### config.mk
export PLATFORM = sky130hd
export DESIGN_NAME = mas_serial_port
export DESIGN_NICKNAME = d
export VERILOG_FILES = /design/src/include/mas_pkg.sv /design/src/hw/mas_word_rx.sv /design/src/hw/mas_word_tx.sv /design/src/hw/mas_serial_port.sv
export SDC_FILE = /design/constraint.sdc
export NUM_CORES = 1
export LEC_CHECK = 0
export BUFFER_PORTS_ARGS = -buffer_cell sky130_fd_sc_hd__buf_2
export CAP_MARGIN = 10
export CORE_ASPECT_RATIO = 0.75
export CORE_MARGIN = 4
export CORE_UTILIZATION = 30
export DETAILED_ROUTE_END_ITERATION = 12
export PLACE_DENSITY = 0.55
export SETUP_SLACK_MARGIN = 0.3
export SLEW_MARGIN = 5
export SYNTH_ARGS = -nofsm -noshare
export SYNTH_HDL_FRONTEND = slang
export SYNTH_SLANG_ARGS = --single-unit
### constraint.sdc
create_clock -name SYS_CLK -period 2.85 [get_ports SYS_CLK]
set_input_delay 0.285 -clock SYS_CLK [delete_from_list [all_inputs] [get_ports SYS_CLK]]
set_output_delay 0.285 -clock SYS_CLK [all_outputs]
set_load 0.03 [all_outputs]
### src/include/mas_pkg.sv
// Purpose: Shared constants and types for the modem front-end serial port
// Assumes: 16-bit words on the link, 5-bit register addresses
// Notes: Control field positions are fixed here for all files

package mas_pkg;

  // ===========================================================
  // Word format
  localparam int WORD_BITS = 16;
  localparam int ADDR_BITS = 5;
  localparam int RW_BIT = 15;
  localparam logic [4:0] BIT_COUNT = 5'h10;

  // ===========================================================
  // Register addresses
  localparam logic [4:0] ADDR_CTRL0 = 5'h00;
  localparam logic [4:0] ADDR_CTRL1 = 5'h01;
  localparam logic [4:0] ADDR_CTRL2 = 5'h02;
  localparam logic [4:0] ADDR_CTRL3 = 5'h03;
  localparam logic [4:0] ADDR_CTRL4 = 5'h04;
  localparam logic [4:0] ADDR_CTRL5 = 5'h05;
  localparam logic [4:0] ADDR_DAC_IN = 5'h06;
  localparam logic [4:0] ADDR_INTERP_IN = 5'h07;
  localparam logic [4:0] ADDR_ADC_OUT = 5'h08;
  localparam logic [4:0] ADDR_INTERP_OUT = 5'h09;
  localparam logic [4:0] ADDR_RESERVED = 5'h0A;

  // ===========================================================
  // Reset value and field positions
  localparam logic [15:0] CTRL_RESET = 16'h0000;
  localparam int OP_LSB = 0;
  localparam int OP_BITS = 3;
  localparam int OP_V32_BIT = 2;
  localparam int SR_LSB = 3;
  localparam int SR_BITS = 2;
  localparam int TS_LSB = 5;
  localparam int TS_BITS = 4;
  localparam int FB_LSB = 0;
  localparam int FB_BITS = 3;
  localparam int ANALOG_POWERDOWN_RELEASE_BIT = 3;
  localparam int DIGITAL_POWERDOWN_RELEASE_BIT = 4;
  localparam int RATE_SCALE_EIGHT_SEVENTHS_BIT = 5;
  localparam logic [15:0] MODE_LOW_MASK = 16'h0003;

  // ===========================================================
  // Types
  typedef struct packed {
    logic [15:0] transmit_phase_adjust;
    logic [15:0] receive_phase_adjust;
    logic [15:0] transmit_bit_baud_select;
    logic [15:0] receive_bit_baud_select;
    logic [15:0] bypass_powerdown_config;
    logic [15:0] rate_and_mode_config;
  } mas_ctrl_type;

  typedef struct packed {
    logic valid;
    logic [15:0] data;
  } mas_sample_type;

  typedef enum logic [1:0] {
    TX_IDLE = 2'b00,
    TX_ADDR = 2'b01,
    TX_DATA = 2'b10
  } mas_tx_state_type;

  typedef enum logic [1:0] {
    SRC_READ = 2'b00,
    SRC_ADC = 2'b01,
    SRC_INTERP = 2'b10
  } mas_src_type;

endpackage

### src/hw/mas_word_rx.sv
// Purpose: Receives one 16-bit word per incoming frame sync
// Assumes: fall marks a sampled falling edge of the serial clock
// Notes: Back-to-back words allowed when sync comes with the last bit
`timescale 1ns/1ps

module mas_word_rx
  import mas_pkg::*;
(
  // Clock and reset
  input wire logic clk,
  input wire logic reset,
  // Link side, already synchronised
  input wire logic fall,
  input wire logic serial_in_line,
  input wire logic fs,
  // Word side
  output mas_sample_type word
);

  // ===========================================================
  // Shift register
  logic [4:0] count;
  logic [4:0] next_count;
  logic [15:0] shift;
  logic [15:0] next_shift;
  mas_sample_type next_word;

  always_comb begin
    next_count = count;
    next_shift = shift;
    next_word = word;
    next_word.valid = 1'b0;
    if (fall) begin
      if (count == 5'h00) begin
        if (fs) begin
          next_count = BIT_COUNT;
        end
      end else begin
        next_shift = {shift[14:0], serial_in_line};
        next_count = count - 5'h01;
        if (count == 5'h01) begin
          next_word = '{1'b1, {shift[14:0], serial_in_line}};
          if (fs) begin
            next_count = BIT_COUNT;
          end
        end
      end
    end
  end

  always_ff @(posedge clk) begin
    if (reset) begin
      count <= 5'h00;
      shift <= 16'h0000;
      word <= '{1'b0, 16'h0000};
    end else begin
      count <= next_count;
      shift <= next_shift;
      word <= next_word;
    end
  end
endmodule

### src/hw/mas_word_tx.sv
// Purpose: Sends one 16-bit word after a one-cycle frame sync
// Assumes: rise marks a sampled rising edge of the serial clock
// Notes: load is taken whenever it is high; callers give it only while ready is high
`timescale 1ns/1ps

module mas_word_tx
  import mas_pkg::*;
(
  // Clock and reset
  input wire logic clk,
  input wire logic reset,
  // Word side
  input wire logic rise,
  input wire logic load,
  input wire logic [15:0] word,
  output logic ready,
  // Link side
  output logic serial_out_line,
  output logic serial_out_frame_sync
);

  // ===========================================================
  // Serializer
  logic [15:0] shift;
  logic [15:0] next_shift;
  logic [4:0] count;
  logic [4:0] next_count;
  logic pending;
  logic next_pending;
  logic next_sdo;
  logic next_serial_out_frame_sync;

  assign ready = ~pending & (count == 5'h00);

  always_comb begin
    next_shift = shift;
    next_count = count;
    next_pending = pending;
    next_sdo = serial_out_line;
    next_serial_out_frame_sync = serial_out_frame_sync;
    if (load) begin
      next_shift = word;
      next_pending = 1'b1;
    end
    if (rise) begin
      if (pending) begin
        next_serial_out_frame_sync = 1'b1;
        next_count = BIT_COUNT;
        next_pending = 1'b0;
      end else if (count != 5'h00) begin
        next_serial_out_frame_sync = 1'b0;
        next_sdo = shift[15];
        next_shift = {shift[14:0], 1'b0};
        next_count = count - 5'h01;
      end else begin
        next_serial_out_frame_sync = 1'b0;
      end
    end
  end

  always_ff @(posedge clk) begin
    if (reset) begin
      shift <= 16'h0000;
      count <= 5'h00;
      pending <= 1'b0;
      serial_out_line <= 1'b0;
      serial_out_frame_sync <= 1'b0;
    end else begin
      shift <= next_shift;
      count <= next_count;
      pending <= next_pending;
      serial_out_line <= next_sdo;
      serial_out_frame_sync <= next_serial_out_frame_sync;
    end
  end
endmodule

### src/hw/mas_serial_port.sv
// Purpose: Serial register port of a modem analog front end
// Assumes: Host drives serial clock, frame sync and data on pins
// Notes: All three link input pins pass two flops before use; edges found on SYS_CLK
//
// Summary of operation
// - Soft reset restarts processing and leaves control registers alone
// - Rate, sync-rate, bypass or 8/7 change while running gives soft reset
// - Mode change gives soft reset only across async and V.32 families
// - Writes to address 0x06 go to the converter output sample
// - Writes to address 0x07 go to the resampler input sample
// - Address 0x08 reads the latest converter input sample
// - Address 0x09 reads the latest resampler output sample
// - Five-bit address; six control registers; 0x0A to 0x1F reserved
// - A register changes only after both words arrive complete
// - Device sends address word, bits 5 to 15 zero, then contents
// - Read answer follows any transfer already under way
// - Incoming data and frame sync sampled on serial clock fall
// - Frame sync ignored during a word until its last bit
// - Outgoing sync and data change on serial clock rise
// - Outgoing sync pulses one bit cycle before each word
// - All words go most significant bit first
// - Samples sent only when running; converter beats resampler
// - Device reset clears all control registers to zero
// - A word ready during a transfer waits for it to end
`timescale 1ns/1ps

module mas_serial_port
  import mas_pkg::*;
(
  // Clock and reset
  input wire logic SYS_CLK,
  input wire logic RESET,
  // Serial link to the host
  input wire logic SERIAL_CLOCK,
  input wire logic SERIAL_IN_LINE,
  input wire logic SERIAL_IN_FRAME_SYNC,
  output logic SERIAL_OUT_LINE,
  output logic SERIAL_OUT_FRAME_SYNC,
  // Sample paths
  output mas_sample_type DAC_SAMPLE,
  output mas_sample_type INTERP_IN_SAMPLE,
  input wire mas_sample_type ADC_SAMPLE,
  input wire mas_sample_type INTERP_OUT_SAMPLE,
  // Configuration
  output mas_ctrl_type CONTROL,
  output logic SOFT_RESET
);

  // ===========================================================
  // Decoding helpers
  function automatic logic v32_family(input logic [15:0] cfg);
    v32_family = cfg[OP_LSB + OP_V32_BIT];
  endfunction

  function automatic logic reg0_restart(input logic [15:0] old_v,
                                        input logic [15:0] new_v);
    reg0_restart = (old_v[SR_LSB +: SR_BITS] != new_v[SR_LSB +: SR_BITS])
      || (old_v[TS_LSB +: TS_BITS] != new_v[TS_LSB +: TS_BITS])
      || (v32_family(old_v) != v32_family(new_v));
  endfunction

  function automatic logic reg1_restart(input logic [15:0] old_v,
                                        input logic [15:0] new_v);
    reg1_restart = (old_v[FB_LSB +: FB_BITS] != new_v[FB_LSB +: FB_BITS])
      || (old_v[RATE_SCALE_EIGHT_SEVENTHS_BIT] != new_v[RATE_SCALE_EIGHT_SEVENTHS_BIT]);
  endfunction

  // ===========================================================
  // Pin synchronisers and edge finding
  logic [1:0] sclk_sync;
  logic [1:0] sdi_sync;
  logic [1:0] fs_sync;
  logic [1:0] next_sclk_sync;
  logic [1:0] next_sdi_sync;
  logic [1:0] next_fs_sync;
  logic sclk_prev;
  logic next_sclk_prev;
  logic sclk_fall;
  logic sclk_rise;

  always_comb begin
    next_sclk_sync = {sclk_sync[0], SERIAL_CLOCK};
    next_sdi_sync = {sdi_sync[0], SERIAL_IN_LINE};
    next_fs_sync = {fs_sync[0], SERIAL_IN_FRAME_SYNC};
    next_sclk_prev = sclk_sync[1];
  end

  always_ff @(posedge SYS_CLK) begin
    if (RESET) begin
      sclk_sync <= 2'h0;
      sdi_sync <= 2'h0;
      fs_sync <= 2'h0;
      sclk_prev <= 1'b0;
    end else begin
      sclk_sync <= next_sclk_sync;
      sdi_sync <= next_sdi_sync;
      fs_sync <= next_fs_sync;
      sclk_prev <= next_sclk_prev;
    end
  end

  assign sclk_fall = sclk_prev & ~sclk_sync[1];
  assign sclk_rise = ~sclk_prev & sclk_sync[1];

  // ===========================================================
  // Word receiver and address/data pairing
  mas_sample_type rx_word;
  logic data_phase;
  logic next_data_phase;
  logic [15:0] addr_word;
  logic [15:0] next_addr_word;
  logic [4:0] wr_addr;
  logic wr_en;
  logic rd_req;

  mas_word_rx u_rx (
    .clk(SYS_CLK),
    .reset(RESET),
    .fall(sclk_fall),
    .serial_in_line(sdi_sync[1]),
    .fs(fs_sync[1]),
    .word(rx_word)
  );

  always_comb begin
    next_data_phase = data_phase;
    next_addr_word = addr_word;
    if (rx_word.valid) begin
      next_data_phase = ~data_phase;
      if (!data_phase) begin
        next_addr_word = rx_word.data;
      end
    end
  end

  always_ff @(posedge SYS_CLK) begin
    if (RESET) begin
      data_phase <= 1'b0;
      addr_word <= 16'h0000;
    end else begin
      data_phase <= next_data_phase;
      addr_word <= next_addr_word;
    end
  end

  assign wr_addr = addr_word[ADDR_BITS-1:0];
  assign wr_en = rx_word.valid & data_phase & ~addr_word[RW_BIT];
  assign rd_req = rx_word.valid & data_phase & addr_word[RW_BIT];

  // ===========================================================
  // Register file and soft reset
  mas_ctrl_type next_ctrl;
  mas_sample_type next_dac;
  mas_sample_type next_interp_in;
  logic [15:0] adc_reg;
  logic [15:0] next_adc_reg;
  logic [15:0] iout_reg;
  logic [15:0] next_iout_reg;
  logic next_soft;
  logic operating;

  assign operating = CONTROL.bypass_powerdown_config[DIGITAL_POWERDOWN_RELEASE_BIT];

  always_comb begin
    next_ctrl = CONTROL;
    next_dac = DAC_SAMPLE;
    next_dac.valid = 1'b0;
    next_interp_in = INTERP_IN_SAMPLE;
    next_interp_in.valid = 1'b0;
    next_adc_reg = adc_reg;
    next_iout_reg = iout_reg;
    next_soft = 1'b0;
    if (ADC_SAMPLE.valid) begin
      next_adc_reg = ADC_SAMPLE.data;
    end
    if (INTERP_OUT_SAMPLE.valid) begin
      next_iout_reg = INTERP_OUT_SAMPLE.data;
    end
    if (wr_en) begin
      case (wr_addr)
        ADDR_CTRL0: begin
          next_ctrl.rate_and_mode_config = rx_word.data;
          next_soft = operating
            && reg0_restart(CONTROL.rate_and_mode_config,
                            rx_word.data);
        end
        ADDR_CTRL1: begin
          next_ctrl.bypass_powerdown_config = rx_word.data;
          next_soft = operating
            && reg1_restart(CONTROL.bypass_powerdown_config,
                            rx_word.data);
        end
        ADDR_CTRL2: begin
          next_ctrl.receive_bit_baud_select = rx_word.data;
        end
        ADDR_CTRL3: begin
          next_ctrl.transmit_bit_baud_select = rx_word.data;
        end
        ADDR_CTRL4: begin
          next_ctrl.receive_phase_adjust = rx_word.data;
        end
        ADDR_CTRL5: begin
          next_ctrl.transmit_phase_adjust = rx_word.data;
        end
        ADDR_DAC_IN: begin
          next_dac = '{1'b1, rx_word.data};
        end
        ADDR_INTERP_IN: begin
          next_interp_in = '{1'b1, rx_word.data};
        end
        default: begin
          next_ctrl = CONTROL;
        end
      endcase
    end
  end

  always_ff @(posedge SYS_CLK) begin
    if (RESET) begin
      CONTROL <= {6{CTRL_RESET}};
      DAC_SAMPLE <= '{1'b0, 16'h0000};
      INTERP_IN_SAMPLE <= '{1'b0, 16'h0000};
      adc_reg <= 16'h0000;
      iout_reg <= 16'h0000;
      SOFT_RESET <= 1'b0;
    end else begin
      CONTROL <= next_ctrl;
      DAC_SAMPLE <= next_dac;
      INTERP_IN_SAMPLE <= next_interp_in;
      adc_reg <= next_adc_reg;
      iout_reg <= next_iout_reg;
      SOFT_RESET <= next_soft;
    end
  end

  // ===========================================================
  // Readback mux
  function automatic logic [15:0] read_mux(input logic [4:0] addr,
                                           input mas_ctrl_type c,
                                           input logic [15:0] adc,
                                           input logic [15:0] iout);
    case (addr)
      ADDR_CTRL0: read_mux = c.rate_and_mode_config;
      ADDR_CTRL1: read_mux = c.bypass_powerdown_config;
      ADDR_CTRL2: read_mux = c.receive_bit_baud_select;
      ADDR_CTRL3: read_mux = c.transmit_bit_baud_select;
      ADDR_CTRL4: read_mux = c.receive_phase_adjust;
      ADDR_CTRL5: read_mux = c.transmit_phase_adjust;
      ADDR_ADC_OUT: read_mux = adc;
      ADDR_INTERP_OUT: read_mux = iout;
      default: read_mux = CTRL_RESET;
    endcase
  endfunction

  // ===========================================================
  // Outgoing transfer sequencer
  mas_tx_state_type state;
  mas_tx_state_type next_state;
  mas_src_type src;
  mas_src_type next_src;
  logic pend_adc;
  logic pend_iout;
  logic pend_read;
  logic next_pend_adc;
  logic next_pend_iout;
  logic next_pend_read;
  logic [4:0] read_addr;
  logic [4:0] next_read_addr;
  logic [4:0] src_addr;
  logic tx_load;
  logic tx_ready;
  logic [15:0] tx_word;
  logic take;

  always_comb begin
    case (src)
      SRC_READ: src_addr = read_addr;
      SRC_ADC: src_addr = ADDR_ADC_OUT;
      SRC_INTERP: src_addr = ADDR_INTERP_OUT;
      default: src_addr = ADDR_RESERVED;
    endcase
  end

  always_comb begin
    next_state = state;
    next_src = src;
    tx_load = 1'b0;
    tx_word = 16'h0000;
    take = 1'b0;
    case (state)
      TX_IDLE: begin
        if (tx_ready) begin
          if (pend_read) begin
            next_src = SRC_READ;
            next_state = TX_ADDR;
          end else if (pend_adc && operating) begin
            next_src = SRC_ADC;
            next_state = TX_ADDR;
          end else if (pend_iout && operating) begin
            next_src = SRC_INTERP;
            next_state = TX_ADDR;
          end
        end
      end
      TX_ADDR: begin
        if (tx_ready) begin
          tx_load = 1'b1;
          tx_word = {{(WORD_BITS-ADDR_BITS){1'b0}}, src_addr};
          next_state = TX_DATA;
        end
      end
      TX_DATA: begin
        if (tx_ready) begin
          tx_load = 1'b1;
          take = 1'b1;
          tx_word = read_mux(src_addr, CONTROL, adc_reg, iout_reg);
          next_state = TX_IDLE;
        end
      end
      default: begin
        next_state = TX_IDLE;
      end
    endcase
    next_pend_read = (pend_read & ~(take && src == SRC_READ)) | rd_req;
    next_pend_adc = (pend_adc & ~(take && src == SRC_ADC))
      | (ADC_SAMPLE.valid & operating);
    next_pend_iout = (pend_iout & ~(take && src == SRC_INTERP))
      | (INTERP_OUT_SAMPLE.valid & operating);
    next_read_addr = rd_req ? wr_addr : read_addr;
  end

  always_ff @(posedge SYS_CLK) begin
    if (RESET) begin
      state <= TX_IDLE;
      src <= SRC_READ;
      pend_read <= 1'b0;
      pend_adc <= 1'b0;
      pend_iout <= 1'b0;
      read_addr <= 5'h00;
    end else begin
      state <= next_state;
      src <= next_src;
      pend_read <= next_pend_read;
      pend_adc <= next_pend_adc;
      pend_iout <= next_pend_iout;
      read_addr <= next_read_addr;
    end
  end

  mas_word_tx u_tx (
    .clk(SYS_CLK),
    .reset(RESET),
    .rise(sclk_rise),
    .load(tx_load),
    .word(tx_word),
    .ready(tx_ready),
    .serial_out_line(SERIAL_OUT_LINE),
    .serial_out_frame_sync(SERIAL_OUT_FRAME_SYNC)
  );
endmodule

==> results by group <==
Status
  – Status: finished clean

Timing
  – Final slew viol count: 0
  – Clock Skew: 0.0127 ns
  – Slew @ Worst Pin: 0.837 ns
  – Crit path time final: 2.46 ns
  – Achievable Freq: between 400 and 500 MHz
  – Total negative slack: 0 ns
  – Slew headroom: 0.440
  – Final hold violations: 0
  – RSZ-0062 raised after global routing: true
  – Final setup viols: 0
  – Final period utilization: 0.865

Final layout
  – Layout cell share with drive strength beyond 1: 0.189
  – Layout Utilization: 0.377
  – Area grow syn2layout: 23.4%
  – # fillers: around 3.6k
  – Final instance area: around 13000 um^2
  – Top reg by flops: CONTROL
  – Storage cell area: 5010 um^2
  – Number of flip-flops in the largest register: 96
  – Area occupied by multi-input gates: 5150 um^2
  – Nets: 1517
  – # diodes: 0

Floorplanning
  – Initial Utilization: 0.306
  – Die Ht: 171 um
  – I/O pin cnt: 172
  – Row count: 59
  – Core Region: 34800 um^2
  – Die area: 38600 um^2
  – Width of the die: roughly 230 um

Setup path
  – CP arrival: 2.88 ns
  – Worst path required time: approximately 3.3 ns
  – CP endpoint kind: flip-flop
  – Startpoint types: flip-flop
  – Critical path class: flip-flop to flip-flop
  – CP startpoint: src[0]$_SDFFE_PP0P_
  – Worst-path fanout max: 25
  – R2r startpoint: src[0]$_SDFFE_PP0P_

Power and ir drop
  – PD cells: 564 nW/um^2
  – NetSw: 1.78 mW
  – Worst vdd ir: 0.000331 V
  – Sequential share of power: 0.485
  – Clock group share of total power: 0.461
  – Lkg Pwr: 5.31 nW
  – Internal power: 5.64 mW
  – Combinational power share: 0.054
  – Sw frac: 0.240

Detailed routing
  – Top sig layer: met4
  – Drt first pass iters: 5
  – M1 WL: 18.7 mm
  – Routed wl met3: between 3 and 4 mm
  – Post-route DRC: 0
  – DRT Wirelength: between 40 and 50 mm
  – Vias per cell: 5.16
  – Initial drt markers: 1053
  – Via count: 10.0k
  – Metal2 WL: 17.4 mm
  – Final ANT Viol Nets: 0
  – Drt wl/cell: around 21 um

Placed design
  – DP Area: between 10000 and 15000 um^2
  – Hpwl dp: 28.1 mm
  – Port Buf Inserts: 171
  – Final Wtd Congestion: approximately 0.97

Logic synthesis
  – Post-Synthesis Cell Area: 10700 um^2
  – Adder-Cell Fraction of Synth Area: 0.0153
  – Xor and xnor area share after synthesis: 0.00904
  – Synth async-reset ratio: 0
  – Simple-gate share of the synthesized area: 0.217
  – #FFs+latches synth: 250
  – YS warnings: 0
  – Main combinational cell family by area after synthesis: simple AND/OR/NAND/NOR gates
  – Fraction of the mapped netlist area in compound gates: 0.171
  – Synth Instances: 1304
  – Post-synth EDFFs: 0
  – Ranking of synthesized cells by area: dfxtp_1 47%, nand2_1 11%, a21oi_1 8.5%
  – Post-synth top area share: 0.470
  – Post-synthesis mux area share: 0.0680
  – Post-synth net total: 1356
  – Most common flop cell mapped by yosys: dfxtp_1
  – Post-synthesis cell type count: just under 60
  – Mean Syn Cell Area: 8.17 um^2
  – Register area share after synthesis: 0.470
  – Count leader, synth: nand2_1
  – Top cells by count, synth: 306 x nand2_1, 250 x dfxtp_1, 182 x a21oi_1
  – Yosys top cell by area: dfxtp_1

Global route
  – Aggregate global-route resource usage: 0.201
  – Remaining Overflow, GRT: 0
  – First-pass GRT wire length: 60.0 mm
  – Pin count of the biggest net entering global routing: 72
  – Initial antenna violation count: 0
  – Vias in the first global route: 9431

Hold path
  – HP Start: ADC_SAMPLE[5]
  – Hold/Removal Path Class: primary input to flip-flop

Clock tree
  – Root buf cell: clkbuf_16
  – Clock transition at path regs: 0.07 ns
  – TritonCTS clock tree: yes
  – CTS buffer count: 25
  – H-tree depth: 1
  – Clk buf depth: 3
  – # clock sinks: 250
  – Clk Latency, worst-skew pair: ~0.55 ns

Flow run
  – Max-cap violations: 0
[per-layer routing]
layer  GRT usage  vias to the layer above
met4      0.0439                        0
met3      0.0478                       53
met5           0                        -
met1       0.294                     4779
li1            -                     4818
met2       0.302                      374
[logic make-up after synthesis]
kind of cell / Yosys count
AND/OR/NAND/NOR: 533
adder cells (fa/ha/maj): 13
flip-flops: 250
buffers and inverters: 126
multiplexers: 72
AO/OA/AOI/OAI: 299
XOR/XNOR: 11
[final cells by class]
type                            count  area share
Multi-Input combinational cell    928       0.391
Sequential cell                   250       0.381
Timing Repair Buffer              247       0.117
Clock buffer                       36      0.0545
Tap cell                          457      0.0435
Clock inverter                     10     0.00913
Inverter                           13     0.00371
[worst paths after layout]
path / end / slack, ns / cells after the start
max: u_tx.shift[8]$_SDFF_PP0_ / 0.39 / 10
min: adc_reg[5]$_SDFFE_PP0P_ / 0.008 / 3
max reg2reg: u_tx.shift[8]$_SDFF_PP0_ / 0.39 / 10
min reg2reg: sdi_sync[1]$_SDFF_PP0_ / 0.44 / 1
[power groups by stage]
stage	clock network, mW	registers [mW]	logic [mW]
after floorplan	0	3.64	0.270
final	3.42	3.60	0.401
after detailed placement	0	3.67	0.362
after CTS	3.49	3.60	0.399
after global routing	3.63	3.60	0.442
after global placement	0	3.68	0.360
[per-stage QoR]
step                total power [mW]  setup slack [ns]  hold WS [ns]  cells
detailed placement              4.04             0.276         0.429   1862
floorplan                       3.91             0.598         0.413   1304
finish                          7.42             0.385       0.00814   1941
CTS                             7.48             0.317      0.000803   1941
global route                    7.68             0.288        0.0218   1941
global placement                4.04             0.351         0.434   1862
[repair_timing]
action                                  CTS  global route
pin swaps                                 0             2
endpoints found under the setup margin    7            13
hold buffers                             33             0
buffers inserted                          0             0
endpoints found under the hold margin    33             0
resized for setup                         1             5
[layout by cell type, fill, tap and decap left out, types with 3 or more instances in the layout]
cell type,synthesis,routed
nand2_1,306,306
dfxtp_1,250,249
a21oi_1,182,182
buf_2,20,170
nor2_1,92,92
mux2i_1,69,69
nand3_1,54,54
buf_4,4,41
dlygate4sd3_1,0,33
clkbuf_16,0,25
a221oi_1,17,17
nor3_1,17,16
a22oi_1,16,16
inv_1,13,13
ha_1,13,13
o21ai_0,12,12
nor2b_1,13,12
o22ai_1,11,11
and3_1,9,9
a211oi_1,8,8
a31oi_1,9,8
o221ai_1,8,8
o21ai_1,7,7
xor2_1,7,7
and2_1,7,6
nand2b_1,6,6
clkbuf_1,82,6
a222oi_1,5,5
nand4_1,5,5
clkinv_2,0,5
clkbuf_8,0,5
xnor2_1,4,4
a221oi_2,4,4
or3_1,4,3
a221o_1,3,3
nor4_1,3,3
nor3_2,3,3
[worst max-delay path, stage by stage (launching register included)]
cell and delay [ns]:
dfxtp_1 0.36, inv_1 0.12, ha_1 0.21, buf_4 0.19, nand2_1 0.12, nand2b_1 0.14, buf_4 0.32, mux2i_1 0.45
nor3_1 0.11, nor3_1 0.19, o22ai_1 0.10
Power figures use the tool's default switching activity.
